## src/shared/capture_timer_params.svh

```systemverilog
// constants of the 8-bit input-capture timer: offsets, fields, resets
`ifndef CAPTURE_TIMER_PARAMS_SVH
`define CAPTURE_TIMER_PARAMS_SVH

// ----------------------------------------------------------------
// register indices; byte address is four times the index
// ----------------------------------------------------------------
`define CT_MODE_IDX      10'h0BC
`define CT_FALL_IDX      10'h0BD
`define CT_RISE_IDX      10'h0BE
`define CT_COUNT_IDX     10'h0BF
`define CT_IRQ_STAT_IDX  10'h0C0
`define CT_IRQ_EN_IDX    10'h0C1
`define CT_IRQ_CLR_IDX   10'h0C2
`define CT_ADDR_W        12

// ----------------------------------------------------------------
// mode register fields
// ----------------------------------------------------------------
`define CT_CKS_LSB       0
`define CT_CCLR_LSB      2
`define CT_SEL_W         2
`define CT_EDGE_BIT      4
`define CT_OVERFLOW_IRQ_ENABLE_BIT      5
`define CT_OVERFLOW_FLAG_LOW_BIT      6
`define CT_OVERFLOW_FLAG_HIGH_BIT      7
`define CT_MODE_RESET    8'h00

// ----------------------------------------------------------------
// counter, captures and interrupt bits
// ----------------------------------------------------------------
`define CT_CNT_W         8
`define CT_CNT_MAX       8'hFF
`define CT_CNT_RESET     8'h00
`define CT_CAP_RESET     8'h00
`define CT_IRQ_W         2
`define CT_IRQ_OVF_BIT   0
`define CT_IRQ_CAP_BIT   1
`define CT_IRQ_RESET     2'h0

// ----------------------------------------------------------------
// prescaler: low bits of the divider that make each tick
// ----------------------------------------------------------------
`define CT_PRESCALE_W    6
`define CT_DIV64_BITS    6
`define CT_DIV32_BITS    5
`define CT_DIV2_BITS     1
`define CT_SUB_DIV_W     2

`endif

```

## src/shared/capture_timer_pkg.sv

```systemverilog
// types of the 8-bit input-capture timer
package capture_timer_pkg;

  // increment source of the counter, in field order
  typedef enum logic [1:0] {
    CLK_DIV64,
    CLK_DIV32,
    CLK_DIV2,
    CLK_SUB4
  } clock_src_t;

  // which capture edges clear the counter, in field order
  typedef enum logic [1:0] {
    CLR_NONE,
    CLR_FALL,
    CLR_RISE,
    CLR_BOTH
  } clear_mode_t;

  typedef enum logic {
    BUS_IDLE,
    BUS_RD_WAIT
  } bus_state_t;

endpackage

```

## src/shared/tick_if.sv

```systemverilog
// count tick and its source selection between timer and prescaler
`timescale 1ns/1ps
interface tick_if;
  import capture_timer_pkg::*;

  clock_src_t clk_src;
  logic       tick;

  modport src (input clk_src, output tick);
  modport snk (output clk_src, input tick);
endinterface

```

## src/core/capture_prescaler.sv

```systemverilog
// prescaler making the selected count tick from system clock or subclock
`timescale 1ns/1ps
`include "capture_timer_params.svh"
module capture_prescaler #(
  parameter int DIV_W = `CT_PRESCALE_W
) (
  // clock and reset
  input wire logic clk,
  input wire logic rst,
  // subclock pin, asynchronous
  input wire logic subclock_in,
  // tick towards the counter
  tick_if.src      tk
);
  import capture_timer_pkg::*;

  // ----------------------------------------------------------------
  // state
  // ----------------------------------------------------------------
  logic [DIV_W-1:0]         div_q;
  logic [DIV_W-1:0]         div_d;
  logic [2:0]               sub_q;
  logic [2:0]               sub_d;
  logic [`CT_SUB_DIV_W-1:0] sub_div_q;
  logic [`CT_SUB_DIV_W-1:0] sub_div_d;
  logic                     tick_q;
  logic                     tick_d;
  logic                     sub_rise;

  // ----------------------------------------------------------------
  // next values
  // ----------------------------------------------------------------
  always_comb begin
    div_d = div_q + 1'b1;
    // sub_q[0] feeds only sub_q[1]; edges come from the later stages
    sub_d = {sub_q[1:0], subclock_in};
    sub_rise = sub_q[1] & ~sub_q[2];
    sub_div_d = sub_div_q;
    if (sub_rise) begin
      sub_div_d = sub_div_q + 1'b1;
    end
    unique case (tk.clk_src)
      CLK_DIV64: tick_d = &div_q[`CT_DIV64_BITS-1:0];
      CLK_DIV32: tick_d = &div_q[`CT_DIV32_BITS-1:0];
      CLK_DIV2:  tick_d = &div_q[`CT_DIV2_BITS-1:0];
      CLK_SUB4:  tick_d = sub_rise & (&sub_div_q);
    endcase
  end

  always_ff @(posedge clk) begin
    if (rst) begin
      div_q     <= '0;
      sub_q     <= '0;
      sub_div_q <= '0;
      tick_q    <= 1'b0;
    end else begin
      div_q     <= div_d;
      sub_q     <= sub_d;
      sub_div_q <= sub_div_d;
      tick_q    <= tick_d;
    end
  end

  assign tk.tick = tick_q;
endmodule

```

## src/core/capture_timer_8bit.sv

```systemverilog
// 8-bit input-capture timer with AHB-Lite register slave and interrupt
`timescale 1ns/1ps
`include "capture_timer_params.svh"

// Overview of operation
// - clock select picks system clock /64, /32, /2 or subclock /4
// - clear field: never, falling, rising or both capture edges clear counter
// - capture interrupt on rising edge when select bit clear, falling when set
// - overflow interrupt enable gates the overflow request
// - low overflow flag sets on FF to 00; cleared by read one, write zero
// - high overflow flag sets on FF to 00; cleared by read one, write zero
// - writes to flag bits 7 and 6 only clear; writing one keeps them
// - falling capture edge copies counter into falling capture register
// - rising capture edge copies counter into rising capture register
// - mode register resets to zero; bits 5..0 write-only, flags clear-only
module capture_timer_8bit (
  // clock and reset
  input  wire logic        CLOCK,
  input  wire logic        RST,
  // AHB-Lite slave
  input  wire logic        HSEL,
  input  wire logic [31:0] HADDR,
  input  wire logic [1:0]  HTRANS,
  input  wire logic        HWRITE,
  input  wire logic [2:0]  HSIZE,
  input  wire logic [31:0] HWDATA,
  input  wire logic        HREADY,
  output      logic [31:0] HRDATA,
  output      logic        HREADYOUT,
  output      logic        HRESP,
  // pins
  input  wire logic        CAPTURE_IN,
  input  wire logic        SUBCLOCK_IN,
  // interrupt
  output      logic        IRQ
);
  import capture_timer_pkg::*;

  localparam logic [`CT_ADDR_W-1:0] MODE_ADDR  = {`CT_MODE_IDX, 2'b00};
  localparam logic [`CT_ADDR_W-1:0] FALL_ADDR  = {`CT_FALL_IDX, 2'b00};
  localparam logic [`CT_ADDR_W-1:0] RISE_ADDR  = {`CT_RISE_IDX, 2'b00};
  localparam logic [`CT_ADDR_W-1:0] COUNT_ADDR = {`CT_COUNT_IDX, 2'b00};
  localparam logic [`CT_ADDR_W-1:0] STAT_ADDR  = {`CT_IRQ_STAT_IDX, 2'b00};
  localparam logic [`CT_ADDR_W-1:0] EN_ADDR    = {`CT_IRQ_EN_IDX, 2'b00};
  localparam logic [`CT_ADDR_W-1:0] CLR_ADDR   = {`CT_IRQ_CLR_IDX, 2'b00};

  // ----------------------------------------------------------------
  // declarations
  // ----------------------------------------------------------------
  tick_if tk ();

  bus_state_t                state_q;
  bus_state_t                state_d;
  logic                      wr_pend_q;
  logic                      wr_pend_d;
  logic [`CT_ADDR_W-1:0]     addr_q;
  logic [`CT_ADDR_W-1:0]     addr_d;
  logic                      addr_hi_q;
  logic                      addr_hi_d;
  logic [31:0]               rdata_q;
  logic [31:0]               rdata_d;

  clock_src_t                clk_src_q;
  clock_src_t                clk_src_d;
  clear_mode_t               clr_mode_q;
  clear_mode_t               clr_mode_d;
  logic                      edge_sel_q;
  logic                      edge_sel_d;
  logic                      overflow_irq_enable_q;
  logic                      overflow_irq_enable_d;
  logic                      ovf_lo_q;
  logic                      ovf_lo_d;
  logic                      ovf_hi_q;
  logic                      ovf_hi_d;
  logic                      arm_lo_q;
  logic                      arm_lo_d;
  logic                      arm_hi_q;
  logic                      arm_hi_d;

  logic [`CT_CNT_W-1:0]      cnt_q;
  logic [`CT_CNT_W-1:0]      cnt_d;
  logic [`CT_CNT_W-1:0]      cap_fall_q;
  logic [`CT_CNT_W-1:0]      cap_fall_d;
  logic [`CT_CNT_W-1:0]      cap_rise_q;
  logic [`CT_CNT_W-1:0]      cap_rise_d;
  logic [2:0]                sync_q;
  logic [2:0]                sync_d;

  logic [`CT_IRQ_W-1:0]      irq_stat_q;
  logic [`CT_IRQ_W-1:0]      irq_stat_d;
  logic [`CT_IRQ_W-1:0]      irq_en_q;
  logic [`CT_IRQ_W-1:0]      irq_en_d;
  logic [`CT_IRQ_W-1:0]      irq_set;
  logic [`CT_IRQ_W-1:0]      irq_clr;

  logic                      accept;
  logic                      wr_mode;
  logic                      wr_en;
  logic                      wr_clr;
  logic                      rd_mode;
  logic                      cap_rise;
  logic                      cap_fall;
  logic                      cnt_clear;
  logic                      wrap;
  logic                      clr_lo;
  logic                      clr_hi;

  // ----------------------------------------------------------------
  // prescaler
  // ----------------------------------------------------------------
  assign tk.clk_src = clk_src_q;

  capture_prescaler #(
    .DIV_W (`CT_PRESCALE_W)
  ) u_prescaler (
    .clk         (CLOCK),
    .rst         (RST),
    .subclock_in (SUBCLOCK_IN),
    .tk          (tk.src)
  );

  // ----------------------------------------------------------------
  // bus slave
  // ----------------------------------------------------------------
  // reads take one wait state so they see writes committed just before
  always_comb begin
    accept    = HSEL & HREADY & HTRANS[1];
    state_d   = state_q;
    wr_pend_d = 1'b0;
    addr_d    = addr_q;
    addr_hi_d = addr_hi_q;
    rdata_d   = rdata_q;
    rd_mode   = 1'b0;
    unique case (state_q)
      BUS_IDLE: begin
        if (accept) begin
          addr_d    = HADDR[`CT_ADDR_W-1:0];
          addr_hi_d = |HADDR[31:`CT_ADDR_W];
          wr_pend_d = HWRITE;
          if (!HWRITE) begin
            state_d = BUS_RD_WAIT;
          end
        end
      end
      BUS_RD_WAIT: begin
        state_d = BUS_IDLE;
        rdata_d = '0;
        if (!addr_hi_q) begin
          unique case (addr_q)
            MODE_ADDR: begin
              // write-only bits read as zero
              rdata_d[`CT_OVERFLOW_FLAG_HIGH_BIT] = ovf_hi_q;
              rdata_d[`CT_OVERFLOW_FLAG_LOW_BIT] = ovf_lo_q;
              rd_mode = 1'b1;
            end
            FALL_ADDR:  rdata_d[`CT_CNT_W-1:0] = cap_fall_q;
            RISE_ADDR:  rdata_d[`CT_CNT_W-1:0] = cap_rise_q;
            COUNT_ADDR: rdata_d[`CT_CNT_W-1:0] = cnt_q;
            STAT_ADDR:  rdata_d[`CT_IRQ_W-1:0] = irq_stat_q;
            EN_ADDR:    rdata_d[`CT_IRQ_W-1:0] = irq_en_q;
            default:    rdata_d = '0;
          endcase
        end
      end
    endcase
  end

  always_comb begin
    wr_mode = wr_pend_q & ~addr_hi_q & (addr_q == MODE_ADDR);
    wr_en   = wr_pend_q & ~addr_hi_q & (addr_q == EN_ADDR);
    wr_clr  = wr_pend_q & ~addr_hi_q & (addr_q == CLR_ADDR);
  end

  always_ff @(posedge CLOCK) begin
    if (RST) begin
      state_q   <= BUS_IDLE;
      wr_pend_q <= 1'b0;
      addr_q    <= '0;
      addr_hi_q <= 1'b0;
      rdata_q   <= '0;
    end else begin
      state_q   <= state_d;
      wr_pend_q <= wr_pend_d;
      addr_q    <= addr_d;
      addr_hi_q <= addr_hi_d;
      rdata_q   <= rdata_d;
    end
  end

  assign HRDATA    = rdata_q;
  assign HREADYOUT = (state_q != BUS_RD_WAIT);
  assign HRESP     = 1'b0;

  // ----------------------------------------------------------------
  // capture input and edges
  // ----------------------------------------------------------------
  // a pin already high at reset release shows as one rising edge
  always_comb begin
    sync_d   = {sync_q[1:0], CAPTURE_IN};
    cap_rise = sync_q[1] & ~sync_q[2];
    cap_fall = ~sync_q[1] & sync_q[2];
    unique case (clr_mode_q)
      CLR_NONE: cnt_clear = 1'b0;
      CLR_FALL: cnt_clear = cap_fall;
      CLR_RISE: cnt_clear = cap_rise;
      CLR_BOTH: cnt_clear = cap_fall | cap_rise;
    endcase
  end

  // ----------------------------------------------------------------
  // counter and captures
  // ----------------------------------------------------------------
  // clear beats a tick in the same cycle, so no wrap is seen then
  always_comb begin
    wrap = tk.tick & ~cnt_clear & (cnt_q == `CT_CNT_MAX);
    cnt_d = cnt_q;
    if (cnt_clear) begin
      cnt_d = `CT_CNT_RESET;
    end else if (tk.tick) begin
      cnt_d = cnt_q + 1'b1;
    end
    cap_fall_d = cap_fall_q;
    cap_rise_d = cap_rise_q;
    // captures take the value before any clear on the same edge
    if (cap_fall) begin
      cap_fall_d = cnt_q;
    end
    if (cap_rise) begin
      cap_rise_d = cnt_q;
    end
  end

  always_ff @(posedge CLOCK) begin
    if (RST) begin
      sync_q     <= '0;
      cnt_q      <= `CT_CNT_RESET;
      cap_fall_q <= `CT_CAP_RESET;
      cap_rise_q <= `CT_CAP_RESET;
    end else begin
      sync_q     <= sync_d;
      cnt_q      <= cnt_d;
      cap_fall_q <= cap_fall_d;
      cap_rise_q <= cap_rise_d;
    end
  end

  // ----------------------------------------------------------------
  // mode register and overflow flags
  // ----------------------------------------------------------------
  always_comb begin
    clk_src_d  = clk_src_q;
    clr_mode_d = clr_mode_q;
    edge_sel_d = edge_sel_q;
    overflow_irq_enable_d     = overflow_irq_enable_q;
    if (wr_mode) begin
      clk_src_d  = clock_src_t'(HWDATA[`CT_CKS_LSB +: `CT_SEL_W]);
      clr_mode_d = clear_mode_t'(HWDATA[`CT_CCLR_LSB +: `CT_SEL_W]);
      edge_sel_d = HWDATA[`CT_EDGE_BIT];
      overflow_irq_enable_d     = HWDATA[`CT_OVERFLOW_IRQ_ENABLE_BIT];
    end
    // only a zero written after reading a one clears a flag
    clr_lo = wr_mode & arm_lo_q & ~HWDATA[`CT_OVERFLOW_FLAG_LOW_BIT];
    clr_hi = wr_mode & arm_hi_q & ~HWDATA[`CT_OVERFLOW_FLAG_HIGH_BIT];
    // a wrap in the clearing cycle keeps the flag set
    ovf_lo_d = wrap | (ovf_lo_q & ~clr_lo);
    ovf_hi_d = wrap | (ovf_hi_q & ~clr_hi);
    arm_lo_d = arm_lo_q;
    arm_hi_d = arm_hi_q;
    if (wr_mode) begin
      arm_lo_d = 1'b0;
      arm_hi_d = 1'b0;
    end
    if (rd_mode) begin
      arm_lo_d = ovf_lo_q;
      arm_hi_d = ovf_hi_q;
    end
  end

  always_ff @(posedge CLOCK) begin
    if (RST) begin
      clk_src_q  <= CLK_DIV64;
      clr_mode_q <= CLR_NONE;
      edge_sel_q <= 1'b0;
      overflow_irq_enable_q     <= 1'b0;
      ovf_lo_q   <= 1'b0;
      ovf_hi_q   <= 1'b0;
      arm_lo_q   <= 1'b0;
      arm_hi_q   <= 1'b0;
    end else begin
      clk_src_q  <= clk_src_d;
      clr_mode_q <= clr_mode_d;
      edge_sel_q <= edge_sel_d;
      overflow_irq_enable_q     <= overflow_irq_enable_d;
      ovf_lo_q   <= ovf_lo_d;
      ovf_hi_q   <= ovf_hi_d;
      arm_lo_q   <= arm_lo_d;
      arm_hi_q   <= arm_hi_d;
    end
  end

  // ----------------------------------------------------------------
  // interrupt status, enable and clear
  // ----------------------------------------------------------------
  always_comb begin
    irq_set = '0;
    irq_set[`CT_IRQ_OVF_BIT] = wrap & overflow_irq_enable_q;
    irq_set[`CT_IRQ_CAP_BIT] = edge_sel_q ? cap_fall : cap_rise;
    irq_clr = wr_clr ? HWDATA[`CT_IRQ_W-1:0] : '0;
    irq_stat_d = irq_set | (irq_stat_q & ~irq_clr);
    irq_en_d = wr_en ? HWDATA[`CT_IRQ_W-1:0] : irq_en_q;
  end

  always_ff @(posedge CLOCK) begin
    if (RST) begin
      irq_stat_q <= `CT_IRQ_RESET;
      irq_en_q   <= `CT_IRQ_RESET;
    end else begin
      irq_stat_q <= irq_stat_d;
      irq_en_q   <= irq_en_d;
    end
  end

  assign IRQ = |(irq_stat_q & irq_en_q);
endmodule

```

## config.mk

```make
export PLATFORM = sky130hd
export DESIGN_NAME = capture_timer_8bit
export DESIGN_NICKNAME = d
export VERILOG_FILES = /design/src/shared/capture_timer_pkg.sv /design/src/shared/tick_if.sv /design/src/core/capture_prescaler.sv /design/src/core/capture_timer_8bit.sv
export VERILOG_INCLUDE_DIRS = /design/src /design/src/shared
export SDC_FILE = /design/constraint.sdc
export NUM_CORES = 1
export LEC_CHECK = 0
export BUFFER_PORTS_ARGS = -buffer_cell sky130_fd_sc_hd__buf_2
export CORE_UTILIZATION = 40
export DETAILED_ROUTE_END_ITERATION = 6
export PLACE_DENSITY = 0.63
export SETUP_SLACK_MARGIN = 0.5
export SYNTH_ARGS = -nofsm -noshare
export SYNTH_HDL_FRONTEND = slang
export SYNTH_SLANG_ARGS = --single-unit
```

## constraint.sdc

```tcl
create_clock -name CLOCK -period 2.8 [get_ports CLOCK]
set_clock_uncertainty 0.15 [all_clocks]
set_input_delay 0 -clock CLOCK [delete_from_list [all_inputs] [get_ports CLOCK]]
set_output_delay 0 -clock CLOCK [all_outputs]
set_load 0.02 [all_outputs]
```

# After elaboration in Yosys (flattened, before gate mapping)
# Cells that the tools add are included.
dict set report totals {
  ff_bits 100
  input_bits 76
  wordCells 105
}
dict set report op_classes {
  add_sub_neg 3
  n_eq_ne 14
  mux 17
  bitwise_logic 37
  n_reduce_logical 11
}
# op count
set ops {}
lappend ops {{$eq 12x10->1 const B} 7}
lappend ops {{$reduce_or 20->1} 1}
lappend ops {{$and 1x1->1} 19}
lappend ops {{$pmux 4 s3} 1}
lappend ops {{$not 1->1} 11}
lappend ops {{$pmux 2 s5} 1}
lappend ops {{$mux 1} 9}
lappend ops {{$add 8x1->8 const B} 1}
lappend ops {{$eq 2x2->1 const B} 4}
lappend ops {{$eq 8x8->1 const B} 1}
lappend ops {{$mux 8} 1}
lappend ops {{$pmux 1 s4} 2}
lappend ops {{$pmux 2 s4} 1}
lappend ops {{$add 6x1->6 const B} 1}
lappend ops {{$reduce_and 6->1} 1}
lappend ops {{$reduce_and 5->1} 1}
lappend ops {{$and 2x2->2} 2}
lappend ops {{$eq 2x1->1 const B} 2}
lappend ops {{$logic_not 2->1} 2}
lappend ops {{$reduce_and 2->1} 2}
lappend ops {{$reduce_or 2->1} 2}
lappend ops {{$or 1x1->1} 3}
lappend ops {{$reduce_or 3->1} 1}
lappend ops {{$add 2x1->2 const B} 1}
lappend ops {{5 further kinds} 5}

# Logic depth before layout (Yosys ltp)
dict set report depth {
  word_depth 9
  ltp_mapped 8
}

# Modules after synthesis
# From an unflattened synthesis, not the netlist that was laid out.
dict set report unflattened {
  hier_cells 372
  area_unflattened_um2 3419.5
}
# module n_inst cells_per_inst area_each_um2 seq_area_each_um2
set by_module_without_submodules {}
lappend by_module_without_submodules {capture_timer_8bit 1 327 2952.8 1281.2}
lappend by_module_without_submodules {capture_prescaler 1 45 466.7 240.2}

# Worst setup path before layout
# OpenSTA, ideal clock, no wires.
dict set report synth_timing {
  path_kind {flip-flop to flip-flop}
  start {reg sync_q[1]}
  end {reg irq_stat_q[0]}
  setup_time_ps 92
  arrival_ps 1973
  required_ps 2558
  slack_ps 585
  path_stages_with_launch 9
  n_path_buf 2
  period_less_slack_ps 2215
  path_cell_list {dfxtp_1 -> inv_1 -> ha_1 -> buf_4 -> and3b_1 -> a311o_1 -> buf_6 -> or4_4 -> o32ai_1}
}
dict set report synth_via {
  elab_chain_len 9
}
# item line
set synth_lines {}
lappend synth_lines {{start: declaration} capture_timer_8bit.sv:86} ;# logic [2:0] sync_q;
lappend synth_lines {{start signal: assignment} capture_timer_8bit.sv:240} ;# sync_q <= sync_d;
lappend synth_lines {{$not 1->1 *} capture_timer_8bit.sv:201} ;# cap_fall = ~sync_q[1] & sync_q[2];
lappend synth_lines {{$and 1x1->1 *} capture_timer_8bit.sv:201}
lappend synth_lines {{via cap_fall} capture_timer_8bit.sv:102} ;# logic cap_fall;
lappend synth_lines {{$or 1x1->1} capture_timer_8bit.sv:206} ;# CLR_BOTH: cnt_clear = cap_fall | cap_rise;
lappend synth_lines {{$pmux 1 s4 *} capture_timer_8bit.sv:202} ;# unique case (clr_mode_q)
lappend synth_lines {{$not 1->1 *} capture_timer_8bit.sv:215} ;# wrap = tk.tick & ~cnt_clear & (cnt_q == `CT_CNT_MAX);
lappend synth_lines {{$and 1x1->1 * (2 in a row)} capture_timer_8bit.sv:215}
lappend synth_lines {{$and 1x1->1 *} capture_timer_8bit.sv:306} ;# irq_set[`CT_IRQ_OVF_BIT] = wrap & overflow_irq_enable_q;
lappend synth_lines {{$or 2x2->2 *} capture_timer_8bit.sv:309} ;# irq_stat_d = irq_set | (irq_stat_q & ~irq_clr);
lappend synth_lines {{end signal: assignment} capture_timer_8bit.sv:315} ;# irq_stat_q <= `CT_IRQ_RESET;
lappend synth_lines {{end signal: assignment} capture_timer_8bit.sv:318} ;# irq_stat_q <= irq_stat_d;
lappend synth_lines {{end: declaration} capture_timer_8bit.sv:89} ;# logic [`CT_IRQ_W-1:0] irq_stat_q;
# The timed path passes the listed nets; every way through them passes the cells marked *.
# A chain may end at the register's enable or synchronous reset.

# Worst setup path in the final report
dict set report layout_timing {
  start {in HADDR[23]}
  end {reg addr_hi_q}
}
dict set report layout_via {
  elab_chain_len 1
}
# item line
set layout_lines {}
lappend layout_lines {{start: declaration} capture_timer_8bit.sv:22} ;# input wire logic [31:0] HADDR,
lappend layout_lines {{$reduce_or 20->1} capture_timer_8bit.sv:138} ;# addr_hi_d = |HADDR[31:`CT_ADDR_W];
lappend layout_lines {{end signal: assignment} capture_timer_8bit.sv:185} ;# addr_hi_q <= addr_hi_d;
lappend layout_lines {{end: declaration} capture_timer_8bit.sv:58} ;# logic addr_hi_q;
# Every way passes these cells.

==> impl_metrics.ini <==
[grt]
grt_pass1_wl_um = 12600
grt_pass1_vias = 2699
grt_max_degree = 41
gr-total-overflow = 0
track_usage = 0.181
antenna_found_initial = 0

[logic_synthesis]
synth.avg_cell_area_um2 = 8.95
synth_compound_area_frac = 0.0919
yosys.area.top_type = dfxtp_1
async_flop_share = 0
synth-seq-cells = 76
synthSimpleGateAreaFrac = 0.238
muxShareOfSynthArea = 0.0922
synth_top_family_by_area = simple AND/OR/NAND/NOR gates
synth.area.top_cells = dfxtp_1 (44%), mux2i_1 (7.3%), buf_4 (5.7%)
synth_top_cell_area_share = 0.442
synthXorXnorAreaFrac = 0.0229
yosysSeqAreaShare = 0.442
synth_edf_count = 0
synth-warning-count = 0
syn_inst = 385
synth_top_flop_cell = dfxtp_1
synth_most_common_cell = dfxtp_1
synth_common_cells = dfxtp_1 (76), nand2_1 (46), nor2_1 (39), a21oi_1 (29), buf_4 (26)
netlist_area_um2 = 3450
synth_fa_ha_area_frac = 0.0218
synth.distinct_cells = 47

[power]
p_int_mw = 1.59
finalPower_mw = 2.09
swShare = 0.243
ir_drop_mv = 0.312
power_density_nw_per_um2 = 499
switchingPower_mw = 0.508
power_leakage_nw = 1.60
combPwrFrac = 0.083
power_frac_seq = 0.532
p_clk_frac = 0.385

[sta]
rsz0062_at_grt = no
tightest_slew_ps = 718
relSlewSlack = 0.522
report.final.hold_viol_count = 0
setup_tns_ps = 0
period_minus_slack_ps = 2190
fmax_mhz = 458
setup_viol_count_final = 0
maxSlewViolCount = 0
post-route-period-util = 0.780

[placement]
place.port_buffers = 57
dpl.cell_count = 532
place_area_um2 = 3710
gp_congestion = 0.788
dp_hpwl_um = 5140

[clock_network]
numCtsBuffers = 9
cts-root-buf = clkbuf_8
path_clk_slew_ps = 80
cts_tree = yes
cts.sinks = 76
cts.htree.levels = 3
ctsLongestPathBuffers = 2
worstSkewPairLatency_ps = 340
postCtsSetupBuffers = 0

[layout]
post-route-util = 0.508
drive_gt1_frac = 0.182
stdcell_area_um2 = 4200
diodes = 0
final_net_count = 549
fin_cells = 577
syn2layout_area_growth_pct = 21.9

[worst_setup_path]
arrival_ps = 2260
critical_path_class = input pin to flip-flop
cp.required_ps = 2870
r2r_slack_ps = 630
critPathCaptureType = flip-flop
critPathLaunchType = input pin
crit_fanout = 1

[route]
ant_nets = 0
drc = 0
first_pass_iters = 4
dr.first_iter.drc_count = 120
wl_per_cell_um = 13.0
dr_total_vias = 2879
viasPerCell = 4.99
wirelength_um = 7500

[die]
die_width_um = 94.8
dieArea_um2 = 8990
die_y_um = 94.8
io_pins = 111
core_area_um2 = 8260
start_util = 0.417
row_count = 33

[run]
drv_cap = 0

[status]
status = finished clean

[worst_hold_path]
worstHoldPathType = input pin to flip-flop
## path summary, 6_finish.rpt
check | startpoint | to | cells after the start
setup / recovery | HADDR[23] | addr_hi_q | 8
hold / removal | RST | cap_rise_q[5] | 2
setup reg to reg | sync_q[2] | irq_stat_q[0] | 6
hold reg to reg | HRDATA[3] | HRDATA[3] | 2
## per-layer routing
metal,GRT usage,wire [um],vias to the layer above,share of wire
met2,0.309,3640,85,0.49
met5,0,0,-,0
met1,0.216,3390,1334,0.45
met4,0.0593,87,0,0.012
met3,0.0523,382,9,0.051
li1,-,-,1451,-
## final cells by class
class	instances	area, um^2
clock buffers	10	128
clock inverters	6	63.8
fillers	799	4060
inverters	10	37.5
multi-input cells	280	1710
flip-flops and latches	76	1520
well taps	105	131
repair buffers	90	608
## through the flow
step / hold slack (ps) / setup slack, ps
after CTS: 43.2 / 605
after floorplan: -73.2 / 585
after global routing: 70.2 / 508
after global placement: 30.4 / 659
final: 37.5 / 615
after detailed placement: 34.2 / 626
## cell usage in the layout (no fill, tap or decap), types with 8 or more instances in the layout
master / n
dfxtp_1: 76
buf_2: 57
nand2_1: 46
nor2_1: 39
a21oi_1: 29
dlygate4sd3_1: 28
mux2i_1: 25
conb_1: 25
nand3_1: 14
inv_1: 10
o21ai_0: 10
clkbuf_8: 9
nor2b_1: 8
## power by group through the flow
stage / Clock, mW / Combinational (mW) / Sequential, mW
2_1_floorplan: 0 / 0.126 / 1.13
3_3_place_gp: 0 / 0.141 / 1.14
3_5_place_dp: 0 / 0.143 / 1.14
4_1_cts: 0.830 / 0.171 / 1.11
5_1_grt: 0.881 / 0.193 / 1.12
6_report: 0.805 / 0.174 / 1.11
## critical path, stage by stage
cell and delay [ps]:
dlygate4sd3_1 540, buf_2 120, nor4_1 190, dlygate4sd3_1 600
nand2_1 50, dlygate4sd3_1 560, nor2_1 130, nor3_1 60
## cells by family after synthesis
group                    after synthesis
buffers and inverters                 53
XOR/XNOR                               9
AND/OR/NAND/NOR                      158
other                                  1
AO/OA/AOI/OAI                         53
adder cells (fa/ha/maj)                6
flip-flops                            76
multiplexers                          29
## state kept, by name, summed over array words and instances, names as in the netlist, 2 cells and up
name / flops
sync_q: 3
cnt_q: 8
u_prescaler.div_q: 6
clr_mode_q: 2
cap_rise_q: 8
u_prescaler.sub_q: 3
addr_q: 12
u_prescaler.sub_div_q: 2
irq_stat_q: 2
clk_src_q: 2
HRDATA: 8
cap_fall_q: 8
irq_en_q: 2
## repair_timing
action                                  4_1_cts  5_1_grt
gates resized for setup                       0        2
endpoints found under the setup margin        0        1
hold buffers                                 29        0
hold endpoints to repair                     29        0
Note: power is estimated with default switching activity, not from simulation.
